--- config.mk ---
export PLATFORM = sky130hd
export DESIGN_NAME = pdw_power_watchdog
export DESIGN_NICKNAME = d
export VERILOG_FILES = /design/src/pdw_pkg.sv /design/src/pdw_wdog_counter.sv /design/src/pdw_power_watchdog.sv
export SDC_FILE = /design/constraint.sdc
export NUM_CORES = 1
export LEC_CHECK = 0
export BUFFER_PORTS_ARGS = -buffer_cell sky130_fd_sc_hd__buf_2
export CORE_MARGIN = 10
export CORE_UTILIZATION = 55
export DETAILED_ROUTE_END_ITERATION = 6
export PLACE_DENSITY = 0.77
export SLEW_MARGIN = 15
export SYNTH_ARGS = -nofsm -noshare
export SYNTH_HDL_FRONTEND = slang
export SYNTH_SLANG_ARGS = --single-unit
--- constraint.sdc ---
create_clock -name mclk -period 4.1 [get_ports mclk]
set_input_delay 0.82 -clock mclk [delete_from_list [all_inputs] [get_ports mclk]]
set_output_delay 0.82 -clock mclk [all_outputs]
set_load 0.01 [all_outputs]
--- src/pdw_pkg.sv ---
// Package with register offsets, field positions, reset values and timing.
package pdw_pkg;
    // Register offsets on the plain register port.
    localparam logic [2:0] ADDR_WDOG_CTRL = 3'h0;
    localparam logic [2:0] ADDR_PWR_FLAGS = 3'h1;
    localparam logic [2:0] ADDR_SYS_MODE = 3'h2;
    localparam logic [2:0] ADDR_STATUS = 3'h3;
    localparam logic [2:0] ADDR_WAKE_EN = 3'h4;
    // Reset values.
    localparam logic [7:0] WDOG_CTRL_RST = 8'h53;
    localparam logic [7:0] SYS_MODE_RST = 8'hc2;
    // Enable key values and field positions.
    localparam logic [4:0] WDOG_KEY_A = 5'h0a;
    localparam logic [4:0] WDOG_KEY_B = 5'h15;
    localparam int KEY_LSB = 3;
    localparam int IDLE_EN_BIT = 1;
    localparam int HICLK_BIT = 0;
    localparam int KEEP_ON_BIT = 7;
    // Bad key reset fires on the slow clock edge after the delay count reaches this value (2~3 window).
    localparam logic [1:0] KEY_RESET_DELAY = 2'h2;
    // Slow clock 32 kHz derived from 25 MHz master clock.
    localparam int MCLK_HZ = 25000000;
    localparam int SLOW_HZ = 32000;
    localparam int SLOW_DIV = MCLK_HZ / SLOW_HZ;
    // Power state of the device.
    typedef enum logic [1:0] {PDW_RUN, PDW_SLEEP, PDW_IDLE0, PDW_IDLE1}
        pdw_mode_t;
endpackage : pdw_pkg

--- src/pdw_wdog_counter.sv ---
// Watchdog counter with selectable overflow tap.
`timescale 1ns/1ps
module pdw_wdog_counter
    import pdw_pkg::*;
#(
    parameter int WIDTH = 18
) (
    // Clock and reset.
    input wire logic mclk,
    input wire logic resetn,
    // Control.
    input wire logic tick,
    input wire logic clear,
    input wire logic [2:0] periodSel,
    // Status.
    output logic overflow
);
    typedef struct packed {
        logic [WIDTH-1:0] count;
        logic ovf;
    } pdw_cnt_t;
    pdw_cnt_t st_r;
    pdw_cnt_t st_nxt;
    logic [WIDTH-1:0] lastVal;

    // Tap value for the selected period minus one.
    always_comb begin
        case (periodSel)
            3'h0: lastVal = WIDTH'((1 << 8) - 1);
            3'h1: lastVal = WIDTH'((1 << 10) - 1);
            3'h2: lastVal = WIDTH'((1 << 12) - 1);
            3'h3: lastVal = WIDTH'((1 << 14) - 1);
            3'h4: lastVal = WIDTH'((1 << 15) - 1);
            3'h5: lastVal = WIDTH'((1 << 16) - 1);
            3'h6: lastVal = WIDTH'((1 << 17) - 1);
            default: lastVal = WIDTH'((1 << 18) - 1);
        endcase
    end

    // Count slow ticks, pulse overflow at the selected period.
    always_comb begin
        st_nxt = st_r;
        st_nxt.ovf = 1'b0;
        if (clear) begin
            st_nxt.count = '0;
        end else if (tick) begin
            if (st_r.count >= lastVal) begin
                st_nxt.count = '0;
                st_nxt.ovf = 1'b1;
            end else begin
                st_nxt.count = st_r.count + 1'b1;
            end
        end
    end

    // State register.
    always_ff @(posedge mclk) begin
        if (!resetn) begin
            st_r <= '0;
        end else begin
            st_r <= st_nxt;
        end
    end

    assign overflow = st_r.ovf;
endmodule : pdw_wdog_counter

--- src/pdw_power_watchdog.sv ---
// Power-down mode control and watchdog timer.
// Overview of operation
// - High clock select or divider 010..111 returns system to fast clock.
// - Halt with idle enable 0 enters sleep; system and timebase stop.
// - Halt with idle, keep-on 0 enters idle0; timebase and slow run.
// - Halt with idle, keep-on 1 enters idle1; all clocks run, CPU stops.
// - Power-down keeps memory, registers and ports unchanged.
// - Halt entry clears the watchdog counter which keeps counting.
// - Halt entry sets power-down flag and clears timeout flag.
// - Wake on port A falling edge, interrupt or watchdog overflow.
// - Overflow in power-down sets timeout, wakes, resets PC and SP only.
// - Power-down flag cleared at power-up or clear, set on halt.
// - Per-pin port A wake enable; resume after the halt.
// - Disabled interrupt or full stack: resume after halt, keep pending.
// - Enabled interrupt with free stack: take interrupt on wake.
// - Interrupt already pending at halt does not wake that period.
// - Watchdog periods 2^8..2^18 slow clocks by period select code.
// - Reset loads watchdog control 0x53 except power-down overflow.
// - Watchdog runs when enable key is 01010 or 10101.
// - Other key resets device 2~3 slow clocks later, sets reset flag.
// - Watchdog register reset flag cleared only by software writing 0.
// - Counter overflow resets device unless cleared beforehand.
// - Flags register: bit 7 keep-on, bits 6..3 zero, 2..0 reset flags.
// - Overflow while running sets timeout and does a full reset.
// - Slow clock keeps running in sleep so the watchdog counts.
//
// The address map and the address-and-strobe port are this design's own decisions.
`timescale 1ns/1ps
module pdw_power_watchdog
    import pdw_pkg::*;
#(
    parameter int PORTA_WIDTH = 8,
    parameter int SLOW_DIVIDE = SLOW_DIV
) (
    // Clock and power-on reset.
    input wire logic mclk,
    input wire logic resetn,
    // Register port.
    input wire logic [2:0] regAddr,
    input wire logic [7:0] regWdata,
    input wire logic regWr,
    input wire logic regRd,
    output logic [7:0] regRdata,
    // CPU core events.
    input wire logic haltExec,
    input wire logic wdogClearExec,
    input wire logic [PORTA_WIDTH-1:0] portaIn,
    input wire logic [PORTA_WIDTH-1:0] portaWakeEn,
    input wire logic irqRequest,
    input wire logic irqEnabled,
    input wire logic stackFull,
    input wire logic fastOscStable,
    input wire logic lowVoltReset,
    input wire logic lowVoltRegReset,
    // Clock gating and status outputs.
    output logic sysClockEn,
    output logic timebaseClockEn,
    output logic slowClockEn,
    output logic highSpeedSel,
    output logic cpuRun,
    output logic wakeTakeIrq,
    output logic wakeResumeNext,
    output logic pcSpReset,
    output logic deviceResetn,
    output logic powerDownFlag,
    output logic timeoutFlag
);
    typedef struct packed {
        pdw_mode_t mode;
        logic [7:0] wdogCtrl;
        logic [7:0] sysMode;
        logic keepOn;
        logic lvrFlag;
        logic lrfFlag;
        logic wrfFlag;
        logic power_down_flag;
        logic to;
        logic [PORTA_WIDTH-1:0] portaPrev;
        logic irqPrev;
        logic irqMasked;
        logic [15:0] divCnt;
        logic [1:0] keyDelay;
        logic keyBad;
        logic devReset;
        logic [7:0] rdata;
        logic takeIrq;
        logic resumeNext;
        logic pcSp;
    } pdw_state_t;

    pdw_state_t st_r;
    pdw_state_t st_nxt;
    logic slowTick;
    logic wdogOverflow;
    logic wdogClear;
    logic keyOk;
    logic [PORTA_WIDTH-1:0] fallEdge;
    logic portWake;
    logic irqWake;
    logic inPowerDown;

    // Decode of the enable key and power-down state.
    assign keyOk = (st_r.wdogCtrl[7:KEY_LSB] == WDOG_KEY_A) ||
                   (st_r.wdogCtrl[7:KEY_LSB] == WDOG_KEY_B);
    assign inPowerDown = (st_r.mode != PDW_RUN);
    assign slowTick = (st_r.divCnt == 16'(SLOW_DIVIDE - 1));
    assign fallEdge = st_r.portaPrev & ~portaIn & portaWakeEn;
    assign portWake = |fallEdge;
    // Only a fresh request wakes the device, not one pending at halt.
    assign irqWake = irqRequest & ~st_r.irqMasked;
    assign wdogClear = wdogClearExec | (haltExec && !inPowerDown);

    // Watchdog counter running from the slow tick.
    pdw_wdog_counter #(
        .WIDTH(18)
    ) u_counter (
        .mclk(mclk),
        .resetn(resetn && st_r.devReset == 1'b0),
        .tick(slowTick && keyOk),
        .clear(wdogClear),
        .periodSel(st_r.wdogCtrl[2:0]),
        .overflow(wdogOverflow)
    );

    // Next-state logic for mode, registers, flags and reset sequencing.
    always_comb begin
        st_nxt = st_r;
        st_nxt.takeIrq = 1'b0;
        st_nxt.resumeNext = 1'b0;
        st_nxt.pcSp = 1'b0;
        st_nxt.devReset = 1'b0;
        st_nxt.portaPrev = portaIn;
        st_nxt.irqPrev = irqRequest;
        // Slow clock divider keeps running in every mode.
        if (slowTick) begin
            st_nxt.divCnt = '0;
        end else begin
            st_nxt.divCnt = st_r.divCnt + 16'h0001;
        end
        // Register writes; the reset flags only clear by writing 0.
        if (regWr) begin
            case (regAddr)
                ADDR_WDOG_CTRL: st_nxt.wdogCtrl = regWdata;
                ADDR_PWR_FLAGS: begin
                    st_nxt.keepOn = regWdata[KEEP_ON_BIT];
                    st_nxt.lvrFlag = st_r.lvrFlag & regWdata[2];
                    st_nxt.lrfFlag = st_r.lrfFlag & regWdata[1];
                    st_nxt.wrfFlag = st_r.wrfFlag & regWdata[0];
                end
                ADDR_SYS_MODE: st_nxt.sysMode = regWdata;
                default: ;
            endcase
        end
        // Hardware sets of the low-voltage flags win over a clear.
        if (lowVoltReset) begin
            st_nxt.lvrFlag = 1'b1;
        end
        if (lowVoltRegReset) begin
            st_nxt.lrfFlag = 1'b1;
        end
        // Bad key: reset after 2~3 slow clock edges.
        if (!keyOk) begin
            if (slowTick) begin
                if (st_r.keyDelay == KEY_RESET_DELAY) begin
                    st_nxt.devReset = 1'b1;
                    st_nxt.keyDelay = '0;
                end else begin
                    st_nxt.keyDelay = st_r.keyDelay + 2'h1;
                end
            end
        end else begin
            st_nxt.keyDelay = '0;
        end
        // Clear instruction clears power-down flag.
        if (wdogClearExec) begin
            st_nxt.power_down_flag = 1'b0;
        end
        // Halt entry picks the power-down mode.
        if (haltExec && !inPowerDown) begin
            if (!st_r.sysMode[IDLE_EN_BIT]) begin
                st_nxt.mode = PDW_SLEEP;
            end else if (!st_r.keepOn) begin
                st_nxt.mode = PDW_IDLE0;
            end else begin
                st_nxt.mode = PDW_IDLE1;
            end
            st_nxt.power_down_flag = 1'b1;
            st_nxt.to = 1'b0;
            st_nxt.irqMasked = irqRequest;
        end
        // Wake-up handling in power-down; register contents untouched.
        if (inPowerDown) begin
            if (wdogOverflow) begin
                st_nxt.mode = PDW_RUN;
                st_nxt.to = 1'b1;
                st_nxt.pcSp = 1'b1;
            end else if (portWake) begin
                st_nxt.mode = PDW_RUN;
                st_nxt.resumeNext = 1'b1;
            end else if (irqWake) begin
                st_nxt.mode = PDW_RUN;
                if (irqEnabled && !stackFull) begin
                    st_nxt.takeIrq = 1'b1;
                end else begin
                    st_nxt.resumeNext = 1'b1;
                end
            end
        end else if (wdogOverflow) begin
            st_nxt.to = 1'b1;
            st_nxt.devReset = 1'b1;
        end
        if (!irqRequest) begin
            st_nxt.irqMasked = 1'b0;
        end
        // Full device reset reinitialises, keeping flags that survive.
        if (st_r.devReset) begin
            st_nxt.wdogCtrl = WDOG_CTRL_RST;
            st_nxt.mode = PDW_RUN;
            st_nxt.keyDelay = '0;
        end
        if (st_nxt.devReset && !keyOk) begin
            st_nxt.wrfFlag = 1'b1;
        end
        // Read data stand one cycle after the read strobe.
        st_nxt.rdata = '0;
        if (regRd) begin
            case (regAddr)
                ADDR_WDOG_CTRL: st_nxt.rdata = st_r.wdogCtrl;
                ADDR_PWR_FLAGS: st_nxt.rdata = {st_r.keepOn, 4'h0,
                    st_r.lvrFlag, st_r.lrfFlag, st_r.wrfFlag};
                ADDR_SYS_MODE: st_nxt.rdata = {st_r.sysMode[7:4],
                    1'b0, fastOscStable, st_r.sysMode[1:0]};
                ADDR_STATUS: st_nxt.rdata = {4'h0, st_r.mode,
                    st_r.power_down_flag, st_r.to};
                default: st_nxt.rdata = '0;
            endcase
        end
    end

    // State register with power-on reset values.
    always_ff @(posedge mclk) begin
        if (!resetn) begin
            st_r <= '0;
            st_r.mode <= PDW_RUN;
            st_r.wdogCtrl <= WDOG_CTRL_RST;
            st_r.sysMode <= SYS_MODE_RST;
        end else begin
            st_r <= st_nxt;
        end
    end

    // Clock gating outputs follow the power mode; state is held.
    always_comb begin
        sysClockEn = (st_r.mode == PDW_RUN) || (st_r.mode == PDW_IDLE1);
        timebaseClockEn = (st_r.mode != PDW_SLEEP);
        slowClockEn = 1'b1;
        cpuRun = (st_r.mode == PDW_RUN);
        // Divider code 010..111 or high select picks the fast source.
        highSpeedSel = st_r.sysMode[HICLK_BIT] ||
                       (st_r.sysMode[7:5] >= 3'h2);
    end

    // Remaining status outputs.
    assign regRdata = st_r.rdata;
    assign wakeTakeIrq = st_r.takeIrq;
    assign wakeResumeNext = st_r.resumeNext;
    assign pcSpReset = st_r.pcSp;
    assign deviceResetn = ~st_r.devReset;
    assign powerDownFlag = st_r.power_down_flag;
    assign timeoutFlag = st_r.to;
endmodule : pdw_power_watchdog

; ---- Word level (Yosys, flattened, before mapping)
; Cells that the tools add are included.
; Widths: inputs -> output; s select.
[classes]
add_sub_neg = 3
magnitude_cmp = 2
n_eq_ne = 15
muxes = 30
n_bitwise = 15
n_reduce_logical = 40
[op_table]
columns = cell, n
row1 = $pmux 18 s7, 1
row2 = $pmux 8 s4, 1
row3 = $add 18x1->18 const B, 1
row4 = $ge 18x18->1, 1
row5 = $mux 18, 1
row6 = $reduce_and 2->1, 9
row7 = $reduce_bool 2->1, 9
row8 = $mux 1, 17
row9 = $add 16x1->16 const B, 1
row10 = $and 8x8->8, 2
row11 = $eq 16x10->1 const B, 1
row12 = $mux 2, 8
row13 = $eq 3x2->1 const B, 4
row14 = $reduce_or 12->1, 1
row15 = $eq 3x3->1 const B, 3
row16 = $reduce_or 3->1, 3
row17 = $not 8->8, 1
row18 = $reduce_or 8->1, 1
row19 = $not 1->1, 7
row20 = $eq 3x1->1 const B, 2
row21 = $logic_not 3->1, 2
row22 = $mux 3, 2
row23 = $reduce_or 2->1, 3
row24 = $eq 5x4->1 const B, 1
row25 = 11 further kinds, 23
[word_totals]
regBits = 82
out_inout_bits = 19

; ---- Longest topological paths before layout
[logic_depth]
depth_word = 9
mapped_depth = 9

; ---- Cells and area by module
; Synthesis repeated with hierarchy kept, for this count alone.
[unflattened]
hier_cells = 426
area_unflattened_um2 = 3748.6
[modules_own_cells]
columns = mod, n_inst, cells_per_inst, area_each_um2, seq_area_each_um2
row1 = pdw_power_watchdog, 1, 298, 2658.8, 1221.2
row2 = pdw_wdog_counter, 1, 128, 1089.8, 380.4

; ---- Worst setup path after synthesis
; OpenSTA, ideal clock, no wires.
[synth_path]
path_type = flip-flop to flip-flop
start = register st_r[57] in the netlist's numbering
end = register u_counter.st_r[10] in the netlist's numbering
setup_time_ns = 0.078
arrival_ns = 2.456
t_required_ns = 4.022
slack_ns = 1.566
stages_incl_launch_ff = 10
n_path_buf = 2
period_less_slack_ns = 2.534
cell_sequence = dfxtp_1 > clkbuf_1 > o21ai_0 > ha_1 > a211oi_1 > nor2_1 > a2111oi_0 > a211oi_2 > buf_2 > nor3_1
[synth_via]
elab_chain_len = 4
[synth_lines]
columns = item, line_no
row1 = from (decl), pdw_power_watchdog.sv:91  ; pdw_state_t st_r;
row2 = from (signal assigned), pdw_power_watchdog.sv:248  ; st_r <= st_nxt;
row3 = "$eq 3x3->1, or another cell as far along", pdw_wdog_counter.sv:28  ; case (periodSel)
row4 = $pmux 18 s7 (*), pdw_wdog_counter.sv:28
row5 = $ge 18x18->1 (*), pdw_wdog_counter.sv:47  ; if (st_r.count >= lastVal) begin
row6 = $mux 18 (*), pdw_wdog_counter.sv:47
row7 = to (signal assigned), pdw_wdog_counter.sv:61  ; st_r <= st_nxt;
row8 = to (decl), pdw_wdog_counter.sv:22  ; pdw_cnt_t st_r;
; Mark *: on every way between the ends. The rest lies on a longest branch, timed or not.
; A chain may end at the register's enable or synchronous reset.

; ---- Final worst setup path
[layout_path]
start = register st_r[57] in the netlist's numbering
end = register u_counter.st_r[17] in the netlist's numbering
; The elaborated chain is that of the path after synthesis.

==> metrics.md <==
| Metric | Value |
|---|---|
| Commonest cells post-synth | 80 x dfxtp_1, 55 x nand2_1, 29 x nor2_1 |
| Max-slew violation count | 0 |
| Number of synthesized flops with an enable pin | 0 |
| Ys async rst share | 0 |
| Ys Warns | 0 |
| Area Overhead vs Synth | 12.3% |
| Die Y | between 100 and 150 um |
| Fin util | 0.637 |
| Post-Syn Area | about 3900 um2 |
| Die W | 104 um |
| DP Cell Count | between 500 and 600 |
| Biggest area consumer among synthesized cells | dfxtp_1 |
| DRT iter0 DRCs | 133 |
| Hold bufs inserted after CTS | 0 |
| Worst setup SP type | flip-flop |
| Site Rows | 30 |
| Clock Tree Buf Depth | 2 |
| Register bit total from synthesis | 80 |
| CTS tree | done |
| Drt drc | 0 |
| Crit path time final | roughly 2.9 ns |
| Setup crit end kind | flip-flop |
| Unrepaired setup endpoints after global routing | no |
| Syn Nets | 496 |
| Crit Path Class | flip-flop to flip-flop |
| Nets | 535 |
| Full die area | 10800 um2 |
| Drt first pass iters | 5 |
| CORE AREA | 6790 um2 |
| Worst Hold Class | flip-flop to flip-flop |
| HPWL Detailed | about 6300 um |
| Vias/cell | 5.62 |
| Highest clock rate | between 0.3 and 0.4 GHz |
| Endpoints failing hold | 0 |
| Total negative slack | 0 ns |
| Syn Inst Count | about 440 |
| Avg WL per Cell | 14.7 um |
| Final non-filler cell total | between 500 and 600 |
| Largest net degree at the start of global routing | 31 |
| Register area share after synthesis | 0.415 |
| Buffers added on ports | 56 |
| CP required | roughly 4.4 ns |
| Vias in the first global route | a little over 3000 |
| Cell Pwr Density | 370 nW/um2 |
| Num ports | 58 |
| Final setup violation count | 0 |
| Clock Latency Late Sink | roughly 0.36 ns |
| Fillcell total | 600 |
| VDD IR max | between 0.00015 and 0.0002 V |
| CTS root buffer | clkbuf_8 |
| Syn avg cell area | about 8.7 um2 |
| Post-CTS setup buffer count | 0 |
| Initial core utilization | 0.568 |
| Final wirelength | about 8500 um |
| Ant diodes | 0 |
| Max-cap viol count | 0 |
| Clock sink total | 80 |
| Max_slew headroom | 0.322 |
| CTS H-Tree Depth | 3 |
| Final Wtd Congestion | ~0.84 |
| Fin area | around 4300 um2 |
| Overflow after GRT | 0 |
| Storage element area | around 1600 um2 |
| CP max FO | 15 |
| Most frequent cell after synthesis | dfxtp_1 |
| Netlist cell types | between 50 and 60 |
| Antenna viol nets, final | 0 |
| Largest cells by area after synthesis | dfxtp_1 42%, nand2_1 5.4%, ha_1 4.9% |
| Primary FF master, synth | dfxtp_1 |
| Clock slew at reported path FFs | 0.09 ns |
| Leakage Power | approximately 1.7 nW |
| Slew at the pin closest to its max-slew limit | 1.02 ns |
| Clock skew | approximately 0.015 ns |
| Initial antenna violation count | 0 |
| Hold WS | 0.486 ns |
| CP arrival | between 3 and 4 ns |
| Layout cells sized above 1 | 0.165 |
| PostCTS Resize Cnt | 0 |
| Multi-input logic area | 2050 um2 |
| First-pass GRT wire length | around 15000 um |
| Area after DPL | ~4100 um2 |
| Via count | ~3300 |
| Tot GR Track Use | 0.158 |
| Total CTS buffers | 9 |
| Status | finished, final reports clean |
| Period utilization | 0.698 |
| Post-synth top area share | 0.415 |
## worst paths after layout
check	from	slack (ns)	end	cells after the start
worst min register to register	st_r[43]$_SDFFE_PN0P_	0.49	st_r[43]$_SDFFE_PN0P_	2
worst min-delay path	st_r[43]$_SDFFE_PN0P_	0.49	st_r[43]$_SDFFE_PN0P_	2
worst max-delay path	st_r[57]$_SDFFE_PP0P_	1.24	u_counter.st_r[17]$_SDFFE_PP0P_	7
worst max register to register	st_r[57]$_SDFFE_PP0P_	1.24	u_counter.st_r[17]$_SDFFE_PP0P_	7
## logic make-up (layout without fill, tap and decap cells)
| family | Yosys count | in the layout | synth area share |
|---|---|---|---|
| buffers and inverters | 42 | 86 | 0.0526 |
| AO/OA/AOI/OAI | 48 | 48 | 0.0840 |
| AND/OR/NAND/NOR | 209 | 209 | 0.281 |
| flip-flops | 80 | 80 | 0.415 |
| other | 1 | 1 | 0.000972 |
| adder cells (fa/ha/maj) | 15 | 15 | 0.0487 |
| multiplexers | 20 | 20 | 0.0565 |
| XOR/XNOR | 27 | 27 | 0.0613 |
## per-stage QoR
step / total power [mW] / setup slack (ns)
2_1_floorplan: 0.921 / 1.57
3_3_place_gp: 0.967 / 1.48
3_5_place_dp: 0.970 / 1.29
4_1_cts: 1.61 / 1.26
5_1_grt: 1.67 / 0.880
6_report: 1.60 / 1.24
## flip-flops by register name, indices dropped and copies added, names as in the netlist
register            flops
st_r                   48
u_counter.st_r         18
regRdata                8
pcSpReset               1
powerDownFlag           1
timeoutFlag             1
u_counter.overflow      1
wakeResumeNext          1
wakeTakeIrq             1
## layer usage
| layer | global-route usage | part of all wire |
|---|---|---|
| met3 | 0.0502 | 0.059 |
| met2 | 0.247 | 0.46 |
| met5 | 0 | 0 |
| met1 | 0.201 | 0.46 |
| met4 | 0.0547 | 0.016 |
## where the power goes
group / leakage (nW) / total (mW) / switching [mW] / internal, mW
clock: 0.103 / 0.648 / 0.301 / 0.346
sequential: 0.650 / 0.810 / 0.0149 / 0.795
combinational: 0.930 / 0.142 / 0.0805 / 0.0619
total: 1.68 / 1.60 / 0.397 / 1.20
## final cells by class
class / count / area share
multi-input cells: 320 / 0.474
flip-flops and latches: 80 / 0.370
repair buffers: 57 / 0.0665
clock buffers: 10 / 0.0295
well taps: 96 / 0.0277
clock inverters: 6 / 0.0214
inverters: 13 / 0.0113
## cells in the final DEF (no fill, tap or decap), types with 3 or more instances in the layout
master    count
nor3b_1       3
and3_1        7
xnor2_1      16
nor2b_1       7
xor2_1       11
a21oi_1      15
o31ai_1       3
o22ai_1       4
and2_1       13
ha_1         15
nor2_1       29
dfxtp_1      80
and4_1        3
clkbuf_8      9
inv_1        13
nand2_1      55
nor3_1       27
nand3_1      19
o21ai_0       5
nand2b_1      6
or3_1         4
a211oi_1      3
buf_2        56
o22a_1        3
mux2i_1      18
nand4_1      12
nor4_1       11
o21a_1        4
## critical path: stages, from the launching register on
cell and delay (ns):
dfxtp_1 0.48, o21ai_0 0.16, ha_1 0.32, a211oi_1 0.21
nor2_1 0.07, a2111oi_0 0.80, a211oi_2 0.43, a211oi_1 0.30
(Power assumes the default switching activity.)
